**config.mk**
```make
export PLATFORM = sky130hd
export DESIGN_NAME = timer_count_latch_readback
export DESIGN_NICKNAME = d
export VERILOG_FILES = /design/src/verilog/timer_latch_pkg.sv /design/src/verilog/counter_latch_unit.sv /design/src/verilog/timer_count_latch_readback.sv
export SDC_FILE = /design/constraint.sdc
export NUM_CORES = 1
export LEC_CHECK = 0
export BUFFER_PORTS_ARGS = -buffer_cell sky130_fd_sc_hd__buf_4
export CAP_MARGIN = 20
export CORE_MARGIN = 8
export CORE_UTILIZATION = 34
export DETAILED_ROUTE_END_ITERATION = 7
export SLEW_MARGIN = 20
export SYNTH_ARGS = -nofsm -noshare
export SYNTH_HDL_FRONTEND = slang
export SYNTH_SLANG_ARGS = --single-unit
```
**constraint.sdc**
```tcl
create_clock -name clk -period 6.48 [get_ports clk]
set_input_delay 0.972 -clock clk [delete_from_list [all_inputs] [get_ports clk]]
set_output_delay 0.972 -clock clk [all_outputs]
set_load 0.01 [all_outputs]
```
**src/verilog/timer_latch_pkg.sv**
```systemverilog
`default_nettype none
package timer_latch_pkg;
  localparam int NUM_COUNTERS = 3;
  // synchronised pin vector layout
  localparam int PIN_WR = 0;
  localparam int PIN_RD = 1;
  localparam int PIN_CS = 2;
  localparam int PIN_A0 = 3;
  localparam int PIN_A1 = 4;
  localparam int PIN_DATA_LSB = 5;
  localparam int PIN_W = 13;
  localparam logic [12:0] PIN_IDLE = 13'h0007;
  localparam logic [1:0] ADDR_CONTROL = 2'h3;
  // control word and read-back command fields
  localparam int CW_SEL_LSB = 6;
  localparam int CW_FMT_LSB = 4;
  localparam logic [1:0] RB_OPCODE = 2'h3;
  localparam int RB_COUNT_N = 5;
  localparam int RB_STATUS_N = 4;
  localparam int RB_SEL_LSB = 1;
  // read/write format codes
  localparam logic [1:0] FMT_LATCH = 2'h0;
  localparam logic [1:0] FMT_LOW_ONLY = 2'h1;
  localparam logic [1:0] FMT_HIGH_ONLY = 2'h2;
  localparam logic [1:0] FMT_BOTH = 2'h3;
  localparam int CFG_FMT_LSB = 4;
  // status byte layout
  localparam int STATUS_OUT_BIT = 7;
  localparam int STATUS_NULL_BIT = 6;
  localparam logic [5:0] CFG_RESET = 6'h00;
  localparam logic [7:0] BYTE_ZERO = 8'h00;
  localparam logic [15:0] COUNT_ZERO = 16'h0000;
endpackage : timer_latch_pkg
`default_nettype wire

```
**src/verilog/counter_latch_unit.sv**
```systemverilog
`timescale 1ns/1ps
`default_nettype none
module counter_latch_unit
  import timer_latch_pkg::*;
(
  input wire logic clk, // system clock
  input wire logic reset, // async, active high
  input wire logic [15:0] count_value, // live counting element
  input wire logic out_level, // counter output pin level
  input wire logic ce_load, // holding register moved into element
  input wire logic cw_load, // new control word for this counter
  input wire logic [5:0] cw_cfg, // format, mode and decimal bits
  input wire logic latch_count, // count latch request
  input wire logic latch_status, // status latch request
  input wire logic data_write, // host wrote a count byte
  input wire logic read_done, // host finished reading a byte
  output logic [7:0] read_byte, // byte the next read returns
  output logic null_count // pending-load flag
);
  typedef struct packed {
    logic [5:0] cfg;
    logic null_flag;
    logic count_held;
    logic [15:0] output_latch;
    logic status_held;
    logic [7:0] counter_status_byte;
    logic rd_hi;
    logic wr_hi;
  } unit_state_t;

  unit_state_t st;
  unit_state_t next_st;
  logic [1:0] fmt;
  logic [15:0] src;
  logic hi_sel;

  assign fmt = st.cfg[CFG_FMT_LSB +: 2];
  assign src = st.count_held ? st.output_latch : count_value;
  assign hi_sel = (fmt == FMT_HIGH_ONLY) || ((fmt == FMT_BOTH) && st.rd_hi);
  // pending status goes out ahead of count
  assign read_byte = st.status_held ? st.counter_status_byte
                   : (hi_sel ? src[15:8] : src[7:0]);
  assign null_count = st.null_flag;

  always_comb
  begin
    next_st = st;
    if (cw_load)
    begin
      next_st.cfg = cw_cfg;
      next_st.null_flag = 1'b1;
      next_st.count_held = 1'b0;
      next_st.status_held = 1'b0;
      next_st.rd_hi = 1'b0;
      next_st.wr_hi = 1'b0;
    end
    else
    begin
      if (read_done)
      begin
        if (st.status_held)
          next_st.status_held = 1'b0;
        else if ((fmt == FMT_BOTH) && !st.rd_hi)
          next_st.rd_hi = 1'b1;
        else
        begin
          next_st.rd_hi = 1'b0;
          next_st.count_held = 1'b0;
        end
      end
      // freeze count; only read, never touched
      if (latch_count && !st.count_held)
      begin
        next_st.output_latch = count_value;
        next_st.count_held = 1'b1;
      end
      if (latch_status && !st.status_held)
      begin
        next_st.counter_status_byte = {out_level, st.null_flag, st.cfg};
        next_st.status_held = 1'b1;
      end
      if (ce_load)
        next_st.null_flag = 1'b0;
      // write pointer separate from read pointer
      // second byte of a pair sets the flag
      if (data_write)
      begin
        if ((fmt == FMT_BOTH) && !st.wr_hi)
          next_st.wr_hi = 1'b1;
        else
        begin
          next_st.wr_hi = 1'b0;
          next_st.null_flag = 1'b1;
        end
      end
    end
  end

  always_ff @(posedge clk or posedge reset)
  begin
    if (reset)
      st <= '{cfg: CFG_RESET, output_latch: COUNT_ZERO,
              counter_status_byte: BYTE_ZERO, default: 1'b0};
    else
      st <= next_st;
  end
endmodule : counter_latch_unit
`default_nettype wire

```
**src/verilog/timer_count_latch_readback.sv**
```systemverilog
// Behaviour
// - counter latch command copies live count into that counter's output latch.
// - latching never disturbs the running countdown.
// - latched count holds until read or a new control word.
// - repeated latch before read is ignored; first value kept.
// - two-byte read and write sequencing run independently.
// - read-back bits 3,2,1 select counters 2,1,0; bit 0 is zero.
// - read-back bit 5 low latches count, bit 4 low latches status.
// - read-back may latch several; reading one releases only that one.
// - later read-back count latches before read are ignored.
// - latched status is read through the counter's data location.
// - status bits 5..0 hold format, mode, decimal; bit 6 null count.
// - status bit 7 is output pin level when latched.
// - null count set by control or count write, cleared on load.
// - null count per counter; set on second byte of pair.
// - repeated status latches before read keep the first.
// - both bits low latches count and status together.
// - further latches before the matching read are ignored.
// - control write with bits 7 and 6 high is read-back.
`timescale 1ns/1ps
`default_nettype none
module timer_count_latch_readback
  import timer_latch_pkg::*;
(
  input wire logic clk, // 200 MHz system clock
  input wire logic reset, // async, active high
  input wire logic cs_n, // chip select pin, active low
  input wire logic rd_n, // read strobe pin, active low
  input wire logic wr_n, // write strobe pin, active low
  input wire logic address_bit_low, // address pin 0
  input wire logic address_bit_high, // address pin 1
  input wire logic [7:0] data_in, // data bus from host
  output logic [7:0] data_out, // data bus to host
  output logic data_oe_n, // low while driving the data bus
  input wire logic [NUM_COUNTERS-1:0][15:0] count_value, // live counts
  input wire logic [NUM_COUNTERS-1:0] out_level, // counter output pins
  input wire logic [NUM_COUNTERS-1:0] ce_load, // element load pulses
  output logic [NUM_COUNTERS-1:0] count_write, // count byte written
  output logic [7:0] write_byte, // byte for the holding register
  output logic [NUM_COUNTERS-1:0] null_count // pending-load flags
);
  typedef struct packed {
    logic [PIN_W-1:0] s1;
    logic [PIN_W-1:0] s2;
    logic [PIN_W-1:0] s3;
    logic [PIN_W-1:0] filt;
    logic [7:0] data_out;
    logic oe_n;
    logic [NUM_COUNTERS-1:0] count_write;
    logic [7:0] write_byte;
  } host_state_t;

  host_state_t st;
  host_state_t next_st;
  logic [PIN_W-1:0] pins;
  logic [PIN_W-1:0] next_filt;
  logic [PIN_W-1:0] disagree;
  logic selected;
  logic wr_end;
  logic rd_start;
  logic rd_end;
  logic [1:0] bus_addr;
  logic [7:0] bus_data;
  logic ctrl_write;
  logic readback;
  logic [1:0] cw_sel;
  logic [1:0] cw_fmt;
  logic [NUM_COUNTERS-1:0] latch_count;
  logic [NUM_COUNTERS-1:0] latch_status;
  logic [NUM_COUNTERS-1:0] cw_load;
  logic [NUM_COUNTERS-1:0] data_write;
  logic [NUM_COUNTERS-1:0] read_done;
  logic [7:0] unit_byte [NUM_COUNTERS];

  assign pins = {data_in, address_bit_high, address_bit_low,
                 cs_n, rd_n, wr_n};

  // a pin change is taken only once the last two stages agree
  assign disagree = st.s2 ^ st.s3;
  assign next_filt = (st.s2 & ~disagree) | (st.filt & disagree);

  // address and data are settled well before the strobe's trailing edge
  assign selected = !st.filt[PIN_CS];
  assign bus_addr = st.filt[PIN_A1:PIN_A0];
  assign bus_data = st.filt[PIN_DATA_LSB +: 8];
  assign wr_end = selected && !st.filt[PIN_WR] && next_filt[PIN_WR];
  assign rd_start = selected && st.filt[PIN_RD] && !next_filt[PIN_RD];
  assign rd_end = selected && !st.filt[PIN_RD] && next_filt[PIN_RD];

  // read-back arrives as a write to the control location
  assign ctrl_write = wr_end && (bus_addr == ADDR_CONTROL);
  // top two bits both high mark a read-back command
  assign readback = ctrl_write
                    && (bus_data[7:6] == RB_OPCODE);
  assign cw_sel = bus_data[CW_SEL_LSB +: 2];
  assign cw_fmt = bus_data[CW_FMT_LSB +: 2];

  genvar gi;
  generate
    for (gi = 0; gi < NUM_COUNTERS; gi++)
    begin : gen_counter
      logic rb_hit;
      logic cw_hit;

      // select bits 1..3 map to counters 0..2, bit 0 unused
      assign rb_hit = readback && bus_data[RB_SEL_LSB + gi];
      assign cw_hit = ctrl_write && !readback && (cw_sel == 2'(gi));
      // active-low count bit; both may fire at once
      assign latch_count[gi] = (rb_hit && !bus_data[RB_COUNT_N])
                               || (cw_hit && (cw_fmt == FMT_LATCH));
      assign latch_status[gi] = rb_hit && !bus_data[RB_STATUS_N];
      assign cw_load[gi] = cw_hit && (cw_fmt != FMT_LATCH);
      assign data_write[gi] = wr_end && (bus_addr == 2'(gi));
      assign read_done[gi] = rd_end && (bus_addr == 2'(gi));

      // latch, status and null count kept per counter
      counter_latch_unit u_unit (
        .clk (clk),
        .reset (reset),
        .count_value (count_value[gi]),
        .out_level (out_level[gi]),
        .ce_load (ce_load[gi]),
        .cw_load (cw_load[gi]),
        .cw_cfg (bus_data[5:0]),
        .latch_count (latch_count[gi]),
        .latch_status (latch_status[gi]),
        .data_write (data_write[gi]),
        .read_done (read_done[gi]),
        .read_byte (unit_byte[gi]),
        .null_count (null_count[gi])
      );

    end
  endgenerate

  always_comb
  begin
    next_st = st;
    next_st.s1 = pins;
    next_st.s2 = st.s1;
    next_st.s3 = st.s2;
    next_st.filt = next_filt;
    next_st.count_write = data_write;
    if (wr_end && (bus_addr != ADDR_CONTROL))
      next_st.write_byte = bus_data;
    // data locations return the unit's pending byte: held status, latched count or live count
    if (rd_start && (bus_addr != ADDR_CONTROL))
    begin
      next_st.data_out = unit_byte[bus_addr];
      next_st.oe_n = 1'b0;
    end
    // bus released as soon as strobe or select goes away
    if (next_filt[PIN_RD] || next_filt[PIN_CS])
      next_st.oe_n = 1'b1;
  end

  always_ff @(posedge clk or posedge reset)
  begin
    if (reset)
      st <= '{s1: PIN_IDLE, s2: PIN_IDLE, s3: PIN_IDLE, filt: PIN_IDLE,
              data_out: BYTE_ZERO, write_byte: BYTE_ZERO,
              count_write: '0, default: '1};
    else
      st <= next_st;
  end

  assign data_out = st.data_out;
  assign data_oe_n = st.oe_n;
  assign count_write = st.count_write;
  assign write_byte = st.write_byte;
endmodule : timer_count_latch_readback
`default_nettype wire

```
# Word-level counts from Yosys, hierarchy flattened
# Cells that the tools add are included.
dict set report word_totals {
  reg_bits 177
  input_bits 69
  out_inout_bits 23
  elab_cells 234
}
dict set report op_classes {
  n_lt_le_gt_ge 1
  eq_ne 22
  n_mux 65
  bitwise_logic 9
  reduce_logical 105
}
# op n
set op_table {}
lappend op_table {{$mux 8} 8}
lappend op_table {{$mux 17} 3}
lappend op_table {{$logic_and 1x1->1} 50}
lappend op_table {{$mux 16} 3}
lappend op_table {{$mux 1} 41}
lappend op_table {{$mux 9} 3}
lappend op_table {{$and 13x13->13} 2}
lappend op_table {{$eq 2x2->1 const B} 10}
lappend op_table {{$logic_not 1->1} 19}
lappend op_table {{$ne 3x2->1 const B} 6}
lappend op_table {{$reduce_and 2->1} 9}
lappend op_table {{$reduce_bool 3->1} 6}
lappend op_table {{$bmux 8 s2} 1}
lappend op_table {{$reduce_bool 2->1} 8}
lappend op_table {{$not 13->13} 1}
lappend op_table {{$or 13x13->13} 1}
lappend op_table {{$xor 13x13->13} 1}
lappend op_table {{$mux 2} 6}
lappend op_table {{$reduce_and 3->1} 3}
lappend op_table {{$logic_or 1x1->1} 7}
lappend op_table {{$logic_not 2->1} 3}
lappend op_table {{$ne 2x1->1 const B} 3}
lappend op_table {{$eq 2x1->1 const B} 2}
lappend op_table {{$ge 3x3->1 const B} 1}
lappend op_table {{other kinds (3)} 5}

# Longest topological paths before layout
dict set report logic_depth {
  ltp_word 15
  mapped_depth 8
}

# By module
# A second synthesis with hierarchy kept.
dict set report unflattened {
  cells_unflattened 635
  hier_area_um2 8246.7
}
# module instances cells_per_inst area_each_um2 seq_area_each_um2
set by_module_without_submodules {}
lappend by_module_without_submodules {counter_latch_unit 3 142 1806.7 875.8}
lappend by_module_without_submodules {timer_count_latch_readback 1 209 2826.5 1818.0}

# Least setup slack after synthesis
# No wires, ideal clock.
dict set report synth_timing {
  path_kind {register to register}
  startpoint {register st (netlist bit next_st[33])}
  endpoint {register gen_counter[2].u_unit.st[9] in the netlist's numbering}
  setup_time_ps 125
  t_arrival_ps 2208
  required_ps 6355
  slack_ps 4148
  path_stages_with_launch 8
  path_buffers 2
  cell_sequence {dfstp_2 > and4bb_1 > buf_4 > nand4_4 > or3b_1 > buf_2 > nor3b_4 > mux2_2}
}
dict set report synth_between {
  elab_chain_cells 13
  elab_cells_between_ends 17
  classes_between {bitwise: 6; reduce/logical: 11}
}
# item line
set synth_rtl {}
lappend synth_rtl {{start: declaration} timer_count_latch_readback.sv:53} ;# host_state_t st;
lappend synth_rtl {{start signal: assignment} timer_count_latch_readback.sv:160} ;# st <= '{s1: PIN_IDLE, s2: PIN_IDLE, s3: PIN_IDLE, filt: PIN_IDLE,
lappend synth_rtl {{start signal: assignment} timer_count_latch_readback.sv:164} ;# st <= next_st;
lappend synth_rtl {{$xor 13x13->13} timer_count_latch_readback.sv:79} ;# assign disagree = st.s2 ^ st.s3;
lappend synth_rtl {{$not 13->13} timer_count_latch_readback.sv:80} ;# assign next_filt = (st.s2 & ~disagree) | (st.filt & disagree);
lappend synth_rtl {{$and 13x13->13} timer_count_latch_readback.sv:80}
lappend synth_rtl {{$or 13x13->13 (*)} timer_count_latch_readback.sv:80}
lappend synth_rtl {{$logic_and 1x1->1 (*)} timer_count_latch_readback.sv:86} ;# assign wr_end = selected && !st.filt[PIN_WR] && next_filt[PIN_WR];
lappend synth_rtl {{$logic_and 1x1->1 (*)} timer_count_latch_readback.sv:91} ;# assign ctrl_write = wr_end && (bus_addr == ADDR_CONTROL);
lappend synth_rtl {{$logic_and 1x1->1} timer_count_latch_readback.sv:94} ;# && (bus_data[7:6] == RB_OPCODE);
lappend synth_rtl {{$logic_not 1->1} timer_count_latch_readback.sv:107} ;# assign cw_hit = ctrl_write && !readback && (cw_sel == 2'(gi));
lappend synth_rtl {{$logic_and 1x1->1 (2 in a row)} timer_count_latch_readback.sv:107}
lappend synth_rtl {{$logic_and 1x1->1} timer_count_latch_readback.sv:112} ;# assign cw_load[gi] = cw_hit && (cw_fmt != FMT_LATCH);
lappend synth_rtl {{$not 1->1 (no source line)} --}
lappend synth_rtl {{$reduce_and 2->1 (no source line) (*)} --}
lappend synth_rtl {{end signal: assignment} counter_latch_unit.sv:102} ;# st <= '{cfg: CFG_RESET, output_latch: COUNT_ZERO,
lappend synth_rtl {{end signal: assignment} counter_latch_unit.sv:105} ;# st <= next_st;
lappend synth_rtl {{end: declaration} counter_latch_unit.sv:31} ;# unit_state_t st;
# Every way passes the cells marked *; elsewhere a longest branch is shown, timed or not.
# A chain may end at the register's enable or synchronous reset.

==> out/summary.md <==
The smallest clock period supported by the final layout is computed as 2.903 ns. The tools report the initial detailed-routing violation count as 266. Entering global routing, the biggest net connects 94 pins. The via count of the first global-routing pass is 5257. The tools report the startpoint class of the critical path as a flip-flop.

The number of detailed-route iterations in the first pass was 4. In this run the horizontal extent of the chip is 166.2 µm. The post-synthesis async set-or-reset flop share is 1.000.

The type of the worst setup path is reg -> reg. Counting instances in the post-synthesis netlist gives the leading cell types as sky130_fd_sc_hd__dfrtp_1 (164), sky130_fd_sc_hd__mux2_2 (87), sky130_fd_sc_hd__nand2_1 (40). Post-synthesis area per instance: 13.02 µm².

The logs give 0.370 for the clock share of power and 4767 for the number of vias after detailed routing. Dividing total power by cell area gives a power density of 293.8 mW/mm². The actual slew at the worst max-slew pin works out to 1.013 ns.

For the post-placement worst setup slack, the log shows 3.635 ns. The repair_antennas step left the layout with diodes totalling 0. The fraction of power consumed by combinational cells was 0.132; the highest clock rate was 0.3444 GHz. Total global routing track utilization: 0.1317. The run gives 6.79 ns as the required time at the worst-slack endpoint. The switching component of the power was 686.1 µW; the final total negative setup slack was 0 ns. The logs give 0 for the count of final max-slew check failures and 175.2 µV for the maximum resistive drop on vdd.

The Yosys warning count is 0, and the switching share of power is 0.2587. Cell internal power was estimated by the tool at 1.966 mW. The run gives 0.3430 as the effective utilization at floorplan.

The final clock period utilization by the worst path is 0.4481. The source of the worst hold timing path was next_st[52]$_DFF_PP0_. The count of state elements after synthesis was 177; the cell area after technology mapping was 0.007671 mm².

The top cell type's share of synthesized area was 0.5350. 92 I/O pins were placed. The die covers 0.02762 mm². Measured along the y axis, the die boundary spans 166.2 µm.

The total grt overflow was 0. The post-CTS setup-driven buffer insertion count is 0. The final antenna-violating net count was 0; the CTS H-tree depth was 4. The first global-routing pass estimated 28880 µm of wire. In the post-synthesis netlist, the biggest area contributors are sky130_fd_sc_hd__dfrtp_1 (53%), sky130_fd_sc_hd__mux2_2 (13%), sky130_fd_sc_hd__dfstp_2 (4.5%). Synthesis produced a netlist with a net count of 658. The most common cell in the synthesized netlist is sky130_fd_sc_hd__dfrtp_1.

Library cell occupying the most area in the post-synthesis netlist: sky130_fd_sc_hd__dfrtp_1. The final hold violation count was 0. TritonCTS built the clock tree. After synthesis, the netlist uses 45 different library cells.

The routed via count divided by cell count works out to 5.034. Setup slack on the critical path of the routed design comes to 3.577 ns. The finished layout holds 947 standard cells, fillers aside. After clock tree synthesis, the clock-pin slew on the worst setup and hold paths is 0.06 ns. The number of antenna violations at the first check in global routing came out at 0. The initialized floorplan defines 55 standard-cell rows. The tools report the final-layout fill cell count as 2069. The total area inside the core boundary comes to 0.02237 mm².

Growth of design area from synthesis to finish: 17.68%. Clock tree synthesis found a total of 177 sinks. The logs give 0.498 for the part of the total power dissipated in sequential elements and 0 for the final number of setup-violating endpoints. The number of hold buffers added after CTS was 0. The clock passes through at most 2 buffers. The share of cells above drive strength 1 is 0.3746. The path class of the tightest hold or removal check is reg -> reg. The run finished with clean final reports.

Clock latency on the worst-skew pair, taken at its later pin, is 0.42 ns. For the final database, setup skew stands at 0.01004 ns. Main flop type after synthesis: sky130_fd_sc_hd__dfrtp_1. The logs give 0.3228 for the relative slew slack and 17430 µm for the post-detailed-routing wire length. Counting flops with a built-in enable in the synthesized netlist gives 0. The post-synthesis instance total came out at 589.

The number of instances in the placed design was 915; the placed wire-length estimate after detailed placement was 12620 µm. Summed over all cells, the static leakage comes to 4.017 nW. Number of remaining DRC errors: 0. Across all register-to-register paths, the minimum setup slack is 3.58 ns.

Count of buffers from port buffering: 91. Max-capacitance violation count: 0. Signal routing reaches up to met4. The average wire per cell in the routed design was 18.40 µm. Routability-driven placement finished with a final weighted congestion of 0.8078. The run gives 8570 µm as the length of routed met2 wiring. The buffer cell driving the clock tree root was sky130_fd_sc_hd__clkbuf_16. Once the clock tree was built, the resizer swapped 0 gates to a different size.

The tools report the post-synthesis sequential area ratio as 0.5795. Setup repair after global routing left no endpoint under its margin. For the layout net count, the log shows 718. The sum of internal, switching and leakage power was 2.652 mW; the critical-path maximum fanout was 27. The worst setup path is captured at a flip-flop. Wire segments on met3 add up to 795 µm in the final route. After detailed routing, the wire length on met1 is 7712 µm. For the worst setup path, the data arrival time is 3.21 ns. For the number of clock buffers inserted by TritonCTS, the log shows 17.
## state kept, by name (all words and copies together) (netlist names), named ones only
| name | flops |
|---|---|
| gen_counter.u_unit.st | 96 |
| next_st | 26 |
| st | 16 |
| data_out | 8 |
| write_byte | 8 |
| gen_counter.u_unit.fmt | 6 |
| count_write | 3 |
| gen_counter.u_unit.null_count | 3 |
| data_oe_n | 1 |
## kinds of logic after synthesis
kind of cell             share of synthesized area
flip-flops                                  0.5795
AND/OR/NAND/NOR                            0.09607
multiplexers                                0.1781
AO/OA/AOI/OAI                              0.08547
buffers and inverters                      0.04388
adder cells (fa/ha/maj)                    0.01696
## power groups by stage
| stage | logic (mW) | registers (mW) | clock network (mW) |
|---|---|---|---|
| 6_report | 0.349 | 1.32 | 0.982 |
| 5_1_grt | 0.385 | 1.34 | 1.07 |
| 4_1_cts | 0.358 | 1.32 | 1.01 |
| 3_5_place_dp | 0.355 | 1.34 | 0 |
| 3_3_place_gp | 0.346 | 1.33 | 0 |
| 2_1_floorplan | 0.294 | 1.27 | 0 |
## worst max-delay path: stages, from the launching register on
cell	delay (ns)
sky130_fd_sc_hd__dfrtp_1	0.84
sky130_fd_sc_hd__nand2_1	0.29
sky130_fd_sc_hd__nor4b_1	0.81
sky130_fd_sc_hd__o21ai_0	0.49
sky130_fd_sc_hd__a31o_2	0.36
## routing by layer
metal,global-route usage,up-vias
li1,-,2225
met1,0.1648,2405
met2,0.2173,110
met3,0.03256,27
met4,0.04862,0
met5,0,-
## area by class of cell
class / count / area (µm²) / area share
well taps: 285 / 356.6 / 0.03950
flip-flops and latches: 177 / 4446 / 0.4924
repair buffers: 95 / 716.9 / 0.07942
inverters: 10 / 42.54 / 0.004712
multi-input cells: 348 / 2889 / 0.3200
clock inverters: 11 / 106.4 / 0.01178
clock buffers: 21 / 470.5 / 0.05211
## worst paths after layout
path,end,depth (start not counted)
worst max-delay path,gen_counter[0].u_unit.st[10]$_DFFE_PP0P_,4
worst min-delay path,next_st[39]$_DFF_PP0_,0
worst max register to register,gen_counter[0].u_unit.st[10]$_DFFE_PP0P_,4
worst min register to register,next_st[39]$_DFF_PP0_,0
max in group asynchronous,gen_counter[1].u_unit.st[20]$_DFFE_PP0P_,3
min in group asynchronous,gen_counter[2].u_unit.st[0]$_DFFE_PP0P_,2
## placed cells by master (no fill, tap or decap), types with 4 or more instances in the layout
cell type | synthesis | routed
sky130_fd_sc_hd__mux2_2 | 87 | 87
sky130_fd_sc_hd__nor3_1 | 7 | 7
sky130_fd_sc_hd__nand3_1 | 8 | 8
sky130_fd_sc_hd__a21oi_1 | 16 | 16
sky130_fd_sc_hd__a221oi_1 | 15 | 15
sky130_fd_sc_hd__nand2_1 | 40 | 40
sky130_fd_sc_hd__mux4_2 | 10 | 10
sky130_fd_sc_hd__inv_1 | 10 | 9
sky130_fd_sc_hd__nand3b_1 | 9 | 9
sky130_fd_sc_hd__clkbuf_16 | 0 | 17
sky130_fd_sc_hd__dfstp_2 | 13 | 13
sky130_fd_sc_hd__maj3_1 | 13 | 13
sky130_fd_sc_hd__buf_4 | 24 | 94
sky130_fd_sc_hd__mux2i_1 | 15 | 15
sky130_fd_sc_hd__and2_1 | 11 | 11
sky130_fd_sc_hd__o21ai_0 | 16 | 16
sky130_fd_sc_hd__a22o_1 | 4 | 4
sky130_fd_sc_hd__nor2_1 | 18 | 18
sky130_fd_sc_hd__a211oi_1 | 21 | 21
sky130_fd_sc_hd__clkinv_4 | 0 | 4
sky130_fd_sc_hd__nor2b_1 | 16 | 16
sky130_fd_sc_hd__o211ai_1 | 7 | 7
sky130_fd_sc_hd__dfrtp_1 | 164 | 164
## per-stage QoR
stage / utilization / hold WS, ns / area (µm²)
2_1_floorplan: - / 0.3312 / 7671
3_3_place_gp: 0.3777 / 0.3317 / 8447
6_report: 0.4036 / 0.3474 / 9027
5_1_grt: 0.4036 / 0.3547 / 9027
4_1_cts: 0.4035 / 0.3489 / 9024
3_5_place_dp: 0.3777 / 0.3347 / 8447
No activity file was read; power rests on OpenSTA's default activity.
